--- config.mk ---
export PLATFORM = sky130hd
export DESIGN_NAME = rsq_seq_top
export DESIGN_NICKNAME = d
export VERILOG_FILES = /design/src/design/rsq_pkg.sv /design/src/design/rsq_timer.sv /design/src/design/rsq_collision.sv /design/src/design/rsq_seq_top.sv
export VERILOG_INCLUDE_DIRS = /design/src /design/src/design
export SDC_FILE = /design/constraint.sdc
export NUM_CORES = 1
export LEC_CHECK = 0
export ABC_AREA = 1
export BUFFER_PORTS_ARGS = -buffer_cell sky130_fd_sc_hd__buf_2
export CORE_ASPECT_RATIO = 1.4
export CORE_MARGIN = 5
export CORE_UTILIZATION = 55
export CTS_BUF_LIST = sky130_fd_sc_hd__clkbuf_8
export DETAILED_ROUTE_END_ITERATION = 6
export GPL_ROUTABILITY_DRIVEN = 1
export PLACE_DENSITY = 0.76
export SLEW_MARGIN = 40
export SYNTH_ARGS = -nofsm -noshare
export SYNTH_HDL_FRONTEND = slang
export SYNTH_SLANG_ARGS = --single-unit
--- constraint.sdc ---
create_clock -name hclk -period 5 [get_ports hclk]
set_clock_uncertainty 0.1 [all_clocks]
set_input_delay 1 -clock hclk [delete_from_list [all_inputs] [get_ports hclk]]
set_output_delay 1 -clock hclk [all_outputs]
set_load 0.01 [all_outputs]
--- src/design/rsq_regs.svh ---
// Purpose: register map, field positions, reset values and timing counts of the mode sequencer.
// Assumes: 32-bit AHB-Lite words, 50 MHz hclk.
// Notes: signal strength input is 1 dB per LSB, larger is stronger.
// Operation
// RULE1: Enabled collision detector restarts active receiver.
// RULE2: Rise threshold programmable in 1 dB steps.
// RULE3: Sequencer runs only in FSK/OOK mode.
// RULE4: Launch from sleep/standby records initial mode.
// RULE5: Stop bit forces sequencer off immediately.
// RULE6: Host never sets launch and stop together.
// RULE7: Off via low-power selection restores initial mode.
// RULE8: Idle waits only for first-timer event.
// RULE9: Idle select: 0 standby, 1 sleep.
// RULE10: Launch field picks first state.
// RULE11: Low-power target picks off or idle.
// RULE12: Captured initial mode used on every return; the code restores it only when going off from low-power selection.
// RULE13: Idle exit bit: 0 transmit, 1 receive.
// RULE14: Transmit exit bit: 0 low-power, 1 receive.
// RULE15: Any receive timeout is one timeout event.
// RULE16: Packet-held state keeps receiver on.
// RULE17: Receive exit field; second timer forces low-power.
// RULE18: Timeout exit field picks restart/tx/low-power/off.
// RULE19: Packet-held exit field picks next state.
// RULE20: Two chained timers, step times multiplier.
// RULE21: Reset leaves sequencer off, timers stopped.
`ifndef RSQ_REGS_SVH
`define RSQ_REGS_SVH

`define RSQ_OFS_CTRL 8'h00
`define RSQ_OFS_TRANS 8'h04
`define RSQ_OFS_TIMER 8'h08
`define RSQ_OFS_RXCFG 8'h0C
`define RSQ_OFS_MODE 8'h10
`define RSQ_OFS_STATUS 8'h14

`define RSQ_CTRL_LAUNCH 0
`define RSQ_CTRL_STOP 1
`define RSQ_CTRL_IDLE_SEL 2
`define RSQ_CTRL_START_LO 3
`define RSQ_CTRL_LP_TGT 5
`define RSQ_CTRL_IDLE_EXIT 6
`define RSQ_CTRL_TX_EXIT 7
`define RSQ_TRANS_RECV_LO 0
`define RSQ_TRANS_TO_LO 3
`define RSQ_TRANS_PKT_LO 5
`define RSQ_TIMER_T1_STEP_LO 0
`define RSQ_TIMER_T2_STEP_LO 2
`define RSQ_TIMER_T1_MULT_LO 8
`define RSQ_TIMER_T2_MULT_LO 16
`define RSQ_RXCFG_COLL_EN 0
`define RSQ_RXCFG_THR_LO 8
`define RSQ_MODE_LO 0
`define RSQ_MODE_LONG_RANGE 7
`define RSQ_STATUS_INIT_SLEEP 4

`define RSQ_RST_THRESHOLD 8'h0A

`define RSQ_CLK_PERIOD_NS 20
`define RSQ_STEP_A_NS 64000
`define RSQ_STEP_B_NS 4100000
`define RSQ_STEP_C_NS 262000000
`define RSQ_STEP_A_CYC (`RSQ_STEP_A_NS / `RSQ_CLK_PERIOD_NS)
`define RSQ_STEP_B_CYC (`RSQ_STEP_B_NS / `RSQ_CLK_PERIOD_NS)
`define RSQ_STEP_C_CYC (`RSQ_STEP_C_NS / `RSQ_CLK_PERIOD_NS)

`endif

--- src/design/rsq_pkg.sv ---
// Purpose: types shared by the mode sequencer modules.
// Assumes: nothing beyond SystemVerilog packed types.
// Notes: chip mode codes follow the transceiver operating modes.
package rsq_pkg;

  typedef enum logic [2:0] {
    RSQ_SLEEP = 3'h0,
    RSQ_STANDBY = 3'h1,
    RSQ_FSTX = 3'h2,
    RSQ_TX = 3'h3,
    RSQ_FSRX = 3'h4,
    RSQ_RX = 3'h5
  } rsq_mode_t;

  typedef enum logic [3:0] {
    RSQ_OFF = 4'h0,
    RSQ_IDLE = 4'h1,
    RSQ_XMIT = 4'h2,
    RSQ_RECV = 4'h3,
    RSQ_PKT = 4'h4,
    RSQ_LPSEL = 4'h5,
    RSQ_RXTO = 4'h6,
    RSQ_WAITF = 4'h7,
    RSQ_FSWAIT = 4'h8
  } rsq_state_t;

  typedef struct packed {
    logic run;
    logic [23:0] pre;
    logic [7:0] cnt;
    logic fire;
  } rsq_timer_s_t;

  typedef struct packed {
    logic [7:0] base;
    logic fire;
  } rsq_coll_s_t;

  typedef struct packed {
    rsq_state_t st;
    rsq_mode_t mode;
    logic init_sleep;
    logic long_range;
    logic restart;
    logic pend;
    logic pend_wr;
    logic [7:0] pend_addr;
    logic [31:0] rdata;
    logic ready;
    logic resp;
    logic idle_sel;
    logic [1:0] start_f;
    logic lp_tgt;
    logic idle_exit;
    logic tx_exit;
    logic [2:0] recv_f;
    logic [1:0] to_f;
    logic [2:0] pkt_f;
    logic [1:0] t1_step;
    logic [1:0] t2_step;
    logic [7:0] t1_mult;
    logic [7:0] t2_mult;
    logic coll_en;
    logic [7:0] thr;
  } rsq_top_s_t;

endpackage

--- src/design/rsq_timer.sv ---
// Purpose: one sequencer period timer, step length times multiplier.
// Assumes: arm is a single-cycle pulse; clear may stay high, as it does while the sequencer is off.
// Notes: step code 0 or multiplier 0 keeps the timer silent.
`timescale 1ns/1ps
`include "rsq_regs.svh"
module rsq_timer import rsq_pkg::*; #(
  parameter int STEP_B_CYC = `RSQ_STEP_B_CYC,
  parameter int STEP_C_CYC = `RSQ_STEP_C_CYC
) (
  input wire logic hclk,
  input wire logic hresetn,
  input wire logic ce,
  input wire logic arm,
  input wire logic clear,
  input wire logic [1:0] step,
  input wire logic [7:0] mult,
  output logic fire
);

  rsq_timer_s_t s;
  rsq_timer_s_t next_s;
  logic [23:0] lim;

  always_comb begin
    case (step)
      2'h2: lim = 24'(STEP_B_CYC);
      2'h3: lim = 24'(STEP_C_CYC);
      default: lim = 24'(`RSQ_STEP_A_CYC);
    endcase
    next_s = s;
    next_s.fire = 1'b0;
    if (clear) begin
      next_s.run = 1'b0; // RULE21
    end else if (arm) begin
      next_s.run = (step != 2'h0) && (mult != 8'h00); // RULE20
      next_s.pre = 24'h000000;
      next_s.cnt = 8'h01;
    end else if (s.run) begin
      if (s.pre == lim - 24'h000001) begin
        next_s.pre = 24'h000000;
        if (s.cnt >= mult) begin
          next_s.fire = 1'b1; // RULE20
          next_s.run = 1'b0;
        end else begin
          next_s.cnt = s.cnt + 8'h01;
        end
      end else begin
        next_s.pre = s.pre + 24'h000001;
      end
    end
  end

  always_ff @(posedge hclk or negedge hresetn) begin
    if (!hresetn) begin
      s <= '0;
    end else if (ce) begin
      s <= next_s;
    end
  end

  assign fire = s.fire;

  a_timer_disabled_quiet: // RULE20
  assert property (@(posedge hclk) disable iff (!hresetn)
    (ce && arm && !clear && step == 2'h0) |=> !s.run)
    else $error("timer armed while its step code is disabled");

endmodule

--- src/design/rsq_collision.sv ---
// Purpose: detects a sudden rise of received signal strength while receiving.
// Assumes: rssi_level is 1 dB per LSB, larger means stronger.
// Notes: the floor follows falling strength so slow fades never fire.
`timescale 1ns/1ps
module rsq_collision import rsq_pkg::*; (
  input wire logic hclk,
  input wire logic hresetn,
  input wire logic ce,
  input wire logic enable,
  input wire logic rx_active,
  input wire logic [7:0] rssi_level,
  input wire logic [7:0] threshold,
  output logic restart
);

  rsq_coll_s_t s;
  rsq_coll_s_t next_s;
  logic [8:0] limit;

  always_comb begin
    limit = {1'b0, s.base} + {1'b0, threshold}; // RULE2
    next_s = s;
    next_s.fire = 1'b0;
    if (!(enable && rx_active)) begin
      next_s.base = rssi_level;
    end else if (threshold != 8'h00 && {1'b0, rssi_level} >= limit) begin
      next_s.fire = 1'b1; // RULE1
      next_s.base = rssi_level;
    end else if (rssi_level < s.base) begin
      next_s.base = rssi_level;
    end
  end

  always_ff @(posedge hclk or negedge hresetn) begin
    if (!hresetn) begin
      s <= '0;
    end else if (ce) begin
      s <= next_s;
    end
  end

  assign restart = s.fire;

  a_collision_gated: // RULE1
  assert property (@(posedge hclk) disable iff (!hresetn)
    (ce && s.fire) |-> $past(enable && rx_active))
    else $error("collision restart without enable or receiver active");

endmodule

--- src/design/rsq_seq_top.sv ---
// Purpose: autonomous mode sequencer with AHB-Lite register access.
// Assumes: event inputs are one-cycle pulses synchronous to hclk.
// Notes: every register access takes one wait state; ce low freezes bus and sequencer alike.
//
// Implementation choices: the register offsets and the AHB-Lite slave port.
`timescale 1ns/1ps
`include "rsq_regs.svh"
module rsq_seq_top import rsq_pkg::*; #(
  parameter int STEP_B_CYC = `RSQ_STEP_B_CYC,
  parameter int STEP_C_CYC = `RSQ_STEP_C_CYC
) (
  input wire logic hclk,
  input wire logic hresetn,
  input wire logic ce,
  input wire logic hsel,
  input wire logic [31:0] haddr,
  input wire logic [1:0] htrans,
  input wire logic hwrite,
  input wire logic [2:0] hsize,
  input wire logic [31:0] hwdata,
  input wire logic hready,
  output logic hreadyout,
  output logic [31:0] hrdata,
  output logic hresp,
  input wire logic fifo_level_irq,
  input wire logic tx_done_irq,
  input wire logic rx_payload_irq,
  input wire logic check_pass_irq,
  input wire logic sync_match_irq,
  input wire logic preamble_detect_irq,
  input wire logic strength_timeout_irq,
  input wire logic preamble_timeout_irq,
  input wire logic sync_timeout_irq,
  input wire logic buffer_drained_irq,
  input wire logic [7:0] rssi_level,
  output logic [2:0] chip_mode,
  output logic rx_restart
);

  rsq_top_s_t s;
  rsq_top_s_t next_s;
  logic first_timer_irq;
  logic second_timer_irq;
  logic coll_hit;
  logic arm1;
  logic tmr_clear;
  logic wr_now;
  logic wr_ctrl;
  logic launch_cmd;
  logic stop_cmd;
  logic receive_timeout_event;
  rsq_mode_t init_mode;

  ////////////////////////////////////////////////////////////////////////////////

  rsq_timer #(.STEP_B_CYC(STEP_B_CYC), .STEP_C_CYC(STEP_C_CYC)) u_first_timer (
    .hclk(hclk),
    .hresetn(hresetn),
    .ce(ce),
    .arm(arm1 | second_timer_irq),
    .clear(tmr_clear),
    .step(s.t1_step),
    .mult(s.t1_mult),
    .fire(first_timer_irq)
  );

  rsq_timer #(.STEP_B_CYC(STEP_B_CYC), .STEP_C_CYC(STEP_C_CYC)) u_second_timer (
    .hclk(hclk),
    .hresetn(hresetn),
    .ce(ce),
    .arm(first_timer_irq),
    .clear(tmr_clear),
    .step(s.t2_step),
    .mult(s.t2_mult),
    .fire(second_timer_irq)
  );

  rsq_collision u_collision (
    .hclk(hclk),
    .hresetn(hresetn),
    .ce(ce),
    .enable(s.coll_en),
    .rx_active(s.st == RSQ_RECV),
    .rssi_level(rssi_level),
    .threshold(s.thr),
    .restart(coll_hit)
  );

  ////////////////////////////////////////////////////////////////////////////////

  always_comb begin
    next_s = s;
    next_s.restart = 1'b0;
    arm1 = 1'b0;
    init_mode = s.init_sleep ? RSQ_SLEEP : RSQ_STANDBY;
    receive_timeout_event = strength_timeout_irq | preamble_timeout_irq | sync_timeout_irq; // RULE15
    wr_now = s.pend && s.pend_wr;
    wr_ctrl = wr_now && s.pend_addr == `RSQ_OFS_CTRL;
    launch_cmd = wr_ctrl && hwdata[`RSQ_CTRL_LAUNCH];
    stop_cmd = wr_ctrl && hwdata[`RSQ_CTRL_STOP];

    // The wait state lets read data come from a flop without a combinational path to hrdata.
    if (s.pend) begin
      next_s.pend = 1'b0;
      next_s.ready = 1'b1;
      next_s.rdata = 32'h00000000;
      if (s.pend_wr) begin
        case (s.pend_addr)
          `RSQ_OFS_CTRL: begin
            next_s.idle_sel = hwdata[`RSQ_CTRL_IDLE_SEL];
            next_s.start_f = hwdata[`RSQ_CTRL_START_LO +: 2];
            next_s.lp_tgt = hwdata[`RSQ_CTRL_LP_TGT];
            next_s.idle_exit = hwdata[`RSQ_CTRL_IDLE_EXIT];
            next_s.tx_exit = hwdata[`RSQ_CTRL_TX_EXIT];
          end
          `RSQ_OFS_TRANS: begin
            next_s.recv_f = hwdata[`RSQ_TRANS_RECV_LO +: 3];
            next_s.to_f = hwdata[`RSQ_TRANS_TO_LO +: 2];
            next_s.pkt_f = hwdata[`RSQ_TRANS_PKT_LO +: 3];
          end
          `RSQ_OFS_TIMER: begin
            next_s.t1_step = hwdata[`RSQ_TIMER_T1_STEP_LO +: 2];
            next_s.t2_step = hwdata[`RSQ_TIMER_T2_STEP_LO +: 2];
            next_s.t1_mult = hwdata[`RSQ_TIMER_T1_MULT_LO +: 8];
            next_s.t2_mult = hwdata[`RSQ_TIMER_T2_MULT_LO +: 8];
          end
          `RSQ_OFS_RXCFG: begin
            next_s.coll_en = hwdata[`RSQ_RXCFG_COLL_EN];
            next_s.thr = hwdata[`RSQ_RXCFG_THR_LO +: 8]; // RULE2
          end
          `RSQ_OFS_MODE: begin
            // While running the sequencer owns the chip mode, so host writes are dropped.
            if (s.st == RSQ_OFF) begin
              next_s.mode = rsq_mode_t'(hwdata[`RSQ_MODE_LO +: 3]);
              next_s.long_range = hwdata[`RSQ_MODE_LONG_RANGE];
            end
          end
          default: begin
          end
        endcase
      end else begin
        case (s.pend_addr)
          `RSQ_OFS_CTRL: next_s.rdata = {24'h000000, s.tx_exit, s.idle_exit, s.lp_tgt, s.start_f, s.idle_sel, 2'h0};
          `RSQ_OFS_TRANS: next_s.rdata = {24'h000000, s.pkt_f, s.to_f, s.recv_f};
          `RSQ_OFS_TIMER: next_s.rdata = {8'h00, s.t2_mult, s.t1_mult, 4'h0, s.t2_step, s.t1_step};
          `RSQ_OFS_RXCFG: next_s.rdata = {16'h0000, s.thr, 7'h00, s.coll_en};
          `RSQ_OFS_MODE: next_s.rdata = {24'h000000, s.long_range, 4'h0, s.mode};
          `RSQ_OFS_STATUS: next_s.rdata = {27'h0000000, s.init_sleep, s.st};
          default: next_s.rdata = 32'h00000000;
        endcase
      end
    end else if (hsel && htrans[1] && hready) begin
      next_s.pend = 1'b1;
      next_s.pend_wr = hwrite;
      next_s.pend_addr = haddr[7:0];
      next_s.ready = 1'b0;
    end

    ////////////////////////////////////////////////////////////////////////////////
    // Stop has priority; the host never pairs it with launch.
    if (stop_cmd) begin
      next_s.st = RSQ_OFF; // RULE5 RULE6
    end else begin
      case (s.st)
        RSQ_OFF: begin
          if (launch_cmd && !s.long_range && (s.mode == RSQ_SLEEP || s.mode == RSQ_STANDBY)) begin // RULE3 RULE4
            next_s.init_sleep = (s.mode == RSQ_SLEEP); // RULE12
            arm1 = 1'b1; // RULE20
            case (next_s.start_f) // RULE10
              2'h0: next_s.st = RSQ_LPSEL;
              2'h1: next_s.st = RSQ_RECV;
              2'h2: next_s.st = RSQ_XMIT;
              default: next_s.st = RSQ_WAITF;
            endcase
          end
        end
        RSQ_WAITF: if (fifo_level_irq) next_s.st = RSQ_XMIT; // RULE10
        RSQ_IDLE: if (first_timer_irq) next_s.st = s.idle_exit ? RSQ_RECV : RSQ_XMIT; // RULE8 RULE13
        RSQ_XMIT: if (tx_done_irq) next_s.st = s.tx_exit ? RSQ_RECV : RSQ_LPSEL; // RULE14
        RSQ_RECV: begin
          if (second_timer_irq) begin
            next_s.st = RSQ_LPSEL; // RULE17
          end else if (receive_timeout_event) begin
            next_s.st = RSQ_RXTO; // RULE15
          end else begin
            case (s.recv_f) // RULE17
              3'h1: if (rx_payload_irq) next_s.st = RSQ_PKT;
              3'h2: if (rx_payload_irq) next_s.st = RSQ_LPSEL;
              3'h3: begin
                if (check_pass_irq) next_s.st = RSQ_PKT;
                else if (rx_payload_irq) next_s.st = RSQ_RXTO;
              end
              3'h4: if (sync_match_irq) next_s.st = RSQ_OFF;
              3'h5: if (preamble_detect_irq) next_s.st = RSQ_OFF;
              default: begin
              end
            endcase
            if (next_s.st == RSQ_RECV && coll_hit) next_s.restart = 1'b1; // RULE1
          end
        end
        RSQ_RXTO: begin
          case (s.to_f) // RULE18
            2'h0: begin
              next_s.st = RSQ_RECV;
              next_s.restart = 1'b1;
            end
            2'h1: next_s.st = RSQ_XMIT;
            2'h2: next_s.st = RSQ_LPSEL;
            default: next_s.st = RSQ_OFF;
          endcase
        end
        RSQ_PKT: begin
          case (s.pkt_f) // RULE19
            3'h0: next_s.st = RSQ_OFF;
            3'h1: if (buffer_drained_irq) next_s.st = RSQ_XMIT;
            3'h2: next_s.st = RSQ_LPSEL;
            3'h3: next_s.st = RSQ_FSWAIT;
            3'h4: next_s.st = RSQ_RECV;
            default: begin
            end
          endcase
        end
        RSQ_FSWAIT: next_s.st = RSQ_RECV; // RULE19
        RSQ_LPSEL: next_s.st = s.lp_tgt ? RSQ_IDLE : RSQ_OFF; // RULE11
        default: next_s.st = RSQ_OFF;
      endcase
    end

    if (next_s.st != s.st) begin
      case (next_s.st)
        RSQ_IDLE: next_s.mode = s.idle_sel ? RSQ_SLEEP : RSQ_STANDBY; // RULE9
        RSQ_XMIT: next_s.mode = RSQ_TX;
        RSQ_RECV: next_s.mode = RSQ_RX;
        RSQ_PKT: next_s.mode = RSQ_RX; // RULE16
        RSQ_FSWAIT: next_s.mode = RSQ_FSRX;
        RSQ_OFF: if (s.st == RSQ_LPSEL) next_s.mode = init_mode; // RULE7 RULE12
        default: begin
        end
      endcase
    end
    tmr_clear = (next_s.st == RSQ_OFF); // RULE21
  end

  always_ff @(posedge hclk or negedge hresetn) begin
    if (!hresetn) begin
      s <= '0; // RULE21
      s.ready <= 1'b1;
      s.mode <= RSQ_STANDBY;
      s.thr <= `RSQ_RST_THRESHOLD;
    end else if (ce) begin
      s <= next_s;
    end
  end

  assign hreadyout = s.ready;
  assign hrdata = s.rdata;
  assign hresp = s.resp;
  assign chip_mode = s.mode;
  assign rx_restart = s.restart;

  ////////////////////////////////////////////////////////////////////////////////

  a_stop_forces_off: // RULE5
  assert property (@(posedge hclk) disable iff (!hresetn)
    (ce && stop_cmd) |=> s.st == RSQ_OFF)
    else $error("stop did not force the sequencer off");

  a_launch_records_mode: // RULE4
  assert property (@(posedge hclk) disable iff (!hresetn)
    (ce && s.st == RSQ_OFF && launch_cmd && !stop_cmd && !s.long_range && s.mode == RSQ_SLEEP)
    |=> (s.init_sleep && s.st != RSQ_OFF))
    else $error("launch from sleep not recorded");

  a_long_range_blocks: // RULE3
  assert property (@(posedge hclk) disable iff (!hresetn)
    (ce && s.st == RSQ_OFF && s.long_range) |=> s.st == RSQ_OFF)
    else $error("sequencer left off in long-range mode");

  a_idle_waits_timer: // RULE8
  assert property (@(posedge hclk) disable iff (!hresetn)
    (ce && s.st == RSQ_IDLE && !first_timer_irq && !stop_cmd) |=> s.st == RSQ_IDLE)
    else $error("idle left without first-timer event");

  a_lpsel_initial_mode: // RULE7
  assert property (@(posedge hclk) disable iff (!hresetn)
    (ce && s.st == RSQ_LPSEL && !s.lp_tgt && !stop_cmd)
    |=> (s.st == RSQ_OFF && s.mode == ($past(s.init_sleep) ? RSQ_SLEEP : RSQ_STANDBY)))
    else $error("off from low-power selection lost initial mode");

  a_idle_mode_select: // RULE9
  assert property (@(posedge hclk) disable iff (!hresetn)
    (ce && s.st == RSQ_LPSEL && s.lp_tgt && !stop_cmd && !wr_ctrl)
    |=> (s.st == RSQ_IDLE && s.mode == ($past(s.idle_sel) ? RSQ_SLEEP : RSQ_STANDBY)))
    else $error("idle entered in wrong low-power mode");

  a_tx_exit_route: // RULE14
  assert property (@(posedge hclk) disable iff (!hresetn)
    (ce && s.st == RSQ_XMIT && tx_done_irq && !stop_cmd)
    |=> s.st == ($past(s.tx_exit) ? RSQ_RECV : RSQ_LPSEL))
    else $error("transmit exit went to wrong state");

  a_rx_second_timer: // RULE17
  assert property (@(posedge hclk) disable iff (!hresetn)
    (ce && s.st == RSQ_RECV && second_timer_irq && !stop_cmd) |=> ##1 s.mode != RSQ_RX || s.st != RSQ_RECV)
    else $error("second timer did not leave receive");

  a_rx_timeout_route: // RULE15
  assert property (@(posedge hclk) disable iff (!hresetn)
    (ce && s.st == RSQ_RECV && !second_timer_irq && receive_timeout_event && !stop_cmd) |=> s.st == RSQ_RXTO)
    else $error("receive timeout not taken");

endmodule

==> summary.txt <==
Clocking
  – Max Buffers Root-to-Sink: 2
  – Clock transition at the registers of the reported paths: ~100 ps
  – CTS tree: built
  – Root buf cell: clkbuf_8
  – Sink Count: about 170
  – Postcts setup bufs: 0
  – Clock latency on the worst-skew pair: ~480 ps
  – Total CTS buffers: 17
  – H-tree levels: 4
  – Hold buffer count at CTS: 0
  – Gates resized, CTS repair: 0

Routing
  – Via density: ~5.7
  – Mean routed wirelength per cell: ~16 um
  – Initial DRT Pass Iterations: 7
  – Initial DRC count: approximately 750
  – Routed Antenna Nets: 0
  – Detailed-route via count: slightly above 10,000
  – DRT Wirelength: roughly 28,000 um
  – DRC: 0

Critical path
  – WP data arrival: about 4200 ps
  – Worst Setup Start Kind: register
  – WS Path Type: register to register
  – CP Capture Type: register
  – CP Max Fanout: 36
  – CP Data Required Time: roughly 5300 ps

Synthesis
  – Yosys Warn Count: 0
  – Syn_area_per_cell: 7.36 um^2
  – Yosys cell types: 57
  – Most frequent cell after synthesis: nand2_1
  – Async SR Flop Fraction: 100%
  – Synth area leaders: dfrtp_1, nand2_1, inv_1
  – Gate Count Post-Synth: 1,487
  – Post-synth top area share: a little under two fifths
  – Number of flops mapped to enable cells by yosys: 0
  – Largest area contributor in the netlist: dfrtp_1
  – Commonest register cell after synthesis: dfrtp_1
  – #FFs+latches synth: 165
  – Synthesized cell area: about 0.011 mm^2
  – Post-synth top cells: nand2_1, inv_1, dfrtp_1, o21ai_0, nor2_1
  – Seq/Total Area, Yosys: approximately 38%

Cells and area
  – Reg area: 0.00413 mm^2
  – Design area: between 0.01 and 0.015 mm^2
  – Fill cell count: between 1,500 and 2,000
  – Area of the multi-input gates: 0.00568 mm^2
  – Share of cells above drive strength 1: 11.3%
  – # diodes: 0
  – Fin nets: 1,668
  – Area Growth Syn to Fin: 6.81%

STA
  – Worst-Margin Slew: just over 800 ps
  – Final Max Slew Viols: 0
  – RSZ-0062 raised after global routing: no
  – Slew margin rel.: between 40% and 50%
  – Final Setup Violations: 0
  – Final min period: 3920 ps
  – Sum Neg Setup Slack: 0 ps
  – Fmax: 0.255 GHz
  – Tcrit/Tclk final: 78.4%
  – Hold Fails Final Rpt: 0
  – WHS: around 270 ps

Worst hold path
  – Worst hold path class: input port to asynchronous set/reset pin

GRT
  – First-pass GRT wire length: ~46,000 um
  – GR Overflow Total: 0
  – Initial antenna violation count: 0
  – Largest net degree at the start of global routing: 112
  – All-Layer GR Usage: roughly a quarter
  – Vias in the first global route: 9,910

Status
  – Status: finished, final reports clean

Placed design
  – DP Area: ~0.011 mm^2
  – Final Wtd Congestion: a little over 1
  – Detailed Place HPWL: around 21,000 um
  – Port Buffers: between 80 and 90

Flow run
  – Max-cap violation count: 0

Power and ir drop
  – Peak supply drop: about 200 uV
  – Final Power: between 0.003 and 0.004 W
  – LEAKAGE: about 5.6 nW
  – Power Density: 339 mW/mm^2

Die
  – Initial standard-cell utilization of the core: between 50 and 60%
  – Die Wd: 129 um
  – Core Box Area: about 0.020 mm^2
  – Row Count: 61
  – Die H: ~180 um
  – Die area: approximately 0.023 mm^2
  – I/O pins: roughly 130
==> power by group <==
part,switching (W),internal [W]
Sequential,0.000272,0.00155
Combinational,0.000803,0.000434
Clock,0.000533,0.000376
==> worst max-delay path: stages (launching register included) <==
cell and delay, ps:
dfrtp_1 400, nor2_2 170, nand2_1 130, nor2_4 230, nand2_1 120, inv_2 100, or2_2 100, o21ai_0 130
ha_1 310, inv_1 40, nand2_1 50, nor2_1 50, nor2_1 90, nand2_1 120, o21ai_2 200, nand3_4 140
nand2_2 480, inv_2 320, nand2_2 330, nor2_1 80, a21oi_1 120
==> cells by family after synthesis <==
family / count (synthesis) / synth area share [%]
AO/OA/AOI/OAI: 270 / 14.2
buffers and inverters: 263 / 10.8
adder cells (fa/ha/maj): 48 / 5.55
AND/OR/NAND/NOR: 695 / 28.1
other: 1 / 0.0343
flip-flops: 165 / 37.8
XOR/XNOR: 45 / 3.60
==> cell type report <==
cell class	count	share of cell area [%]
clock buffer	19	2.24
clock inverter	13	0.856
inverter	183	5.87
multi-input combinational	1067	48.6
sequential	165	35.4
tap	252	2.70
timing repair buffer	93	4.41
==> cell usage in the layout, fill, tap and decap left out, types with 13 or more instances in the layout <==
cell type / synthesis / routed
nand2_1: 359 / 358
ha_1: 47 / 47
dfrtp_1: 161 / 161
nand4_1: 40 / 40
nor2_1: 110 / 110
o21ai_1: 25 / 25
xor2_1: 36 / 36
nor3_1: 46 / 45
nor4_1: 17 / 17
buf_2: 11 / 84
a21oi_1: 52 / 52
nand3_1: 85 / 85
clkbuf_8: 0 / 19
inv_1: 169 / 169
o22ai_1: 13 / 13
o21ai_0: 124 / 124
==> flip-flops by register name, summed over array words and instances, names as in the netlist <==
name                 flops
chip_mode                3
u_first_timer.s         33
u_second_timer.fire      1
hrdata                  24
s                       59
hreadyout                1
u_second_timer.s        33
rx_restart               1
u_collision.restart      1
u_first_timer.fire       1
u_collision.s            8
==> worst paths after layout <==
| kind | startpoint | end | slack, ps | depth (start not counted) |
|---|---|---|---|---|
| setup / recovery | s[78] | u_first_timer.s[4] | 1080 | 20 |
| hold / removal | hresetn | u_second_timer.s[32] | 270 | 1 |
| setup reg to reg | s[78] | u_first_timer.s[4] | 1080 | 20 |
| hold reg to reg | hrdata[13] | hrdata[13] | 380 | 2 |
| max in group asynchronous | hresetn | hreadyout | 3810 | 2 |
| min in group hclk | hrdata[13] | hrdata[13] | 380 | 2 |
==> metrics by stage <==
step	instances	worst slack (ps)	util [%]
after floorplan	1495	1900	-
after global placement	1759	1110	57.1
after detailed placement	1759	1050	57.2
after CTS	1791	1100	59.0
after global routing	1792	749	59.1
final	1792	1080	59.1
==> metal layers <==
| metal | part of all wire (%) | vias up | GRT usage [%] |
|---|---|---|---|
| met1 | 40 | 4760 | 29.1 |
| met4 | 3.8 | 0 | 11.1 |
| met2 | 52 | 314 | 45.0 |
| met5 | 0 | - | 0 |
| li1 | - | 4977 | - |
| met3 | 4.6 | 87 | 3.62 |
Power figures use the tool's default switching activity.
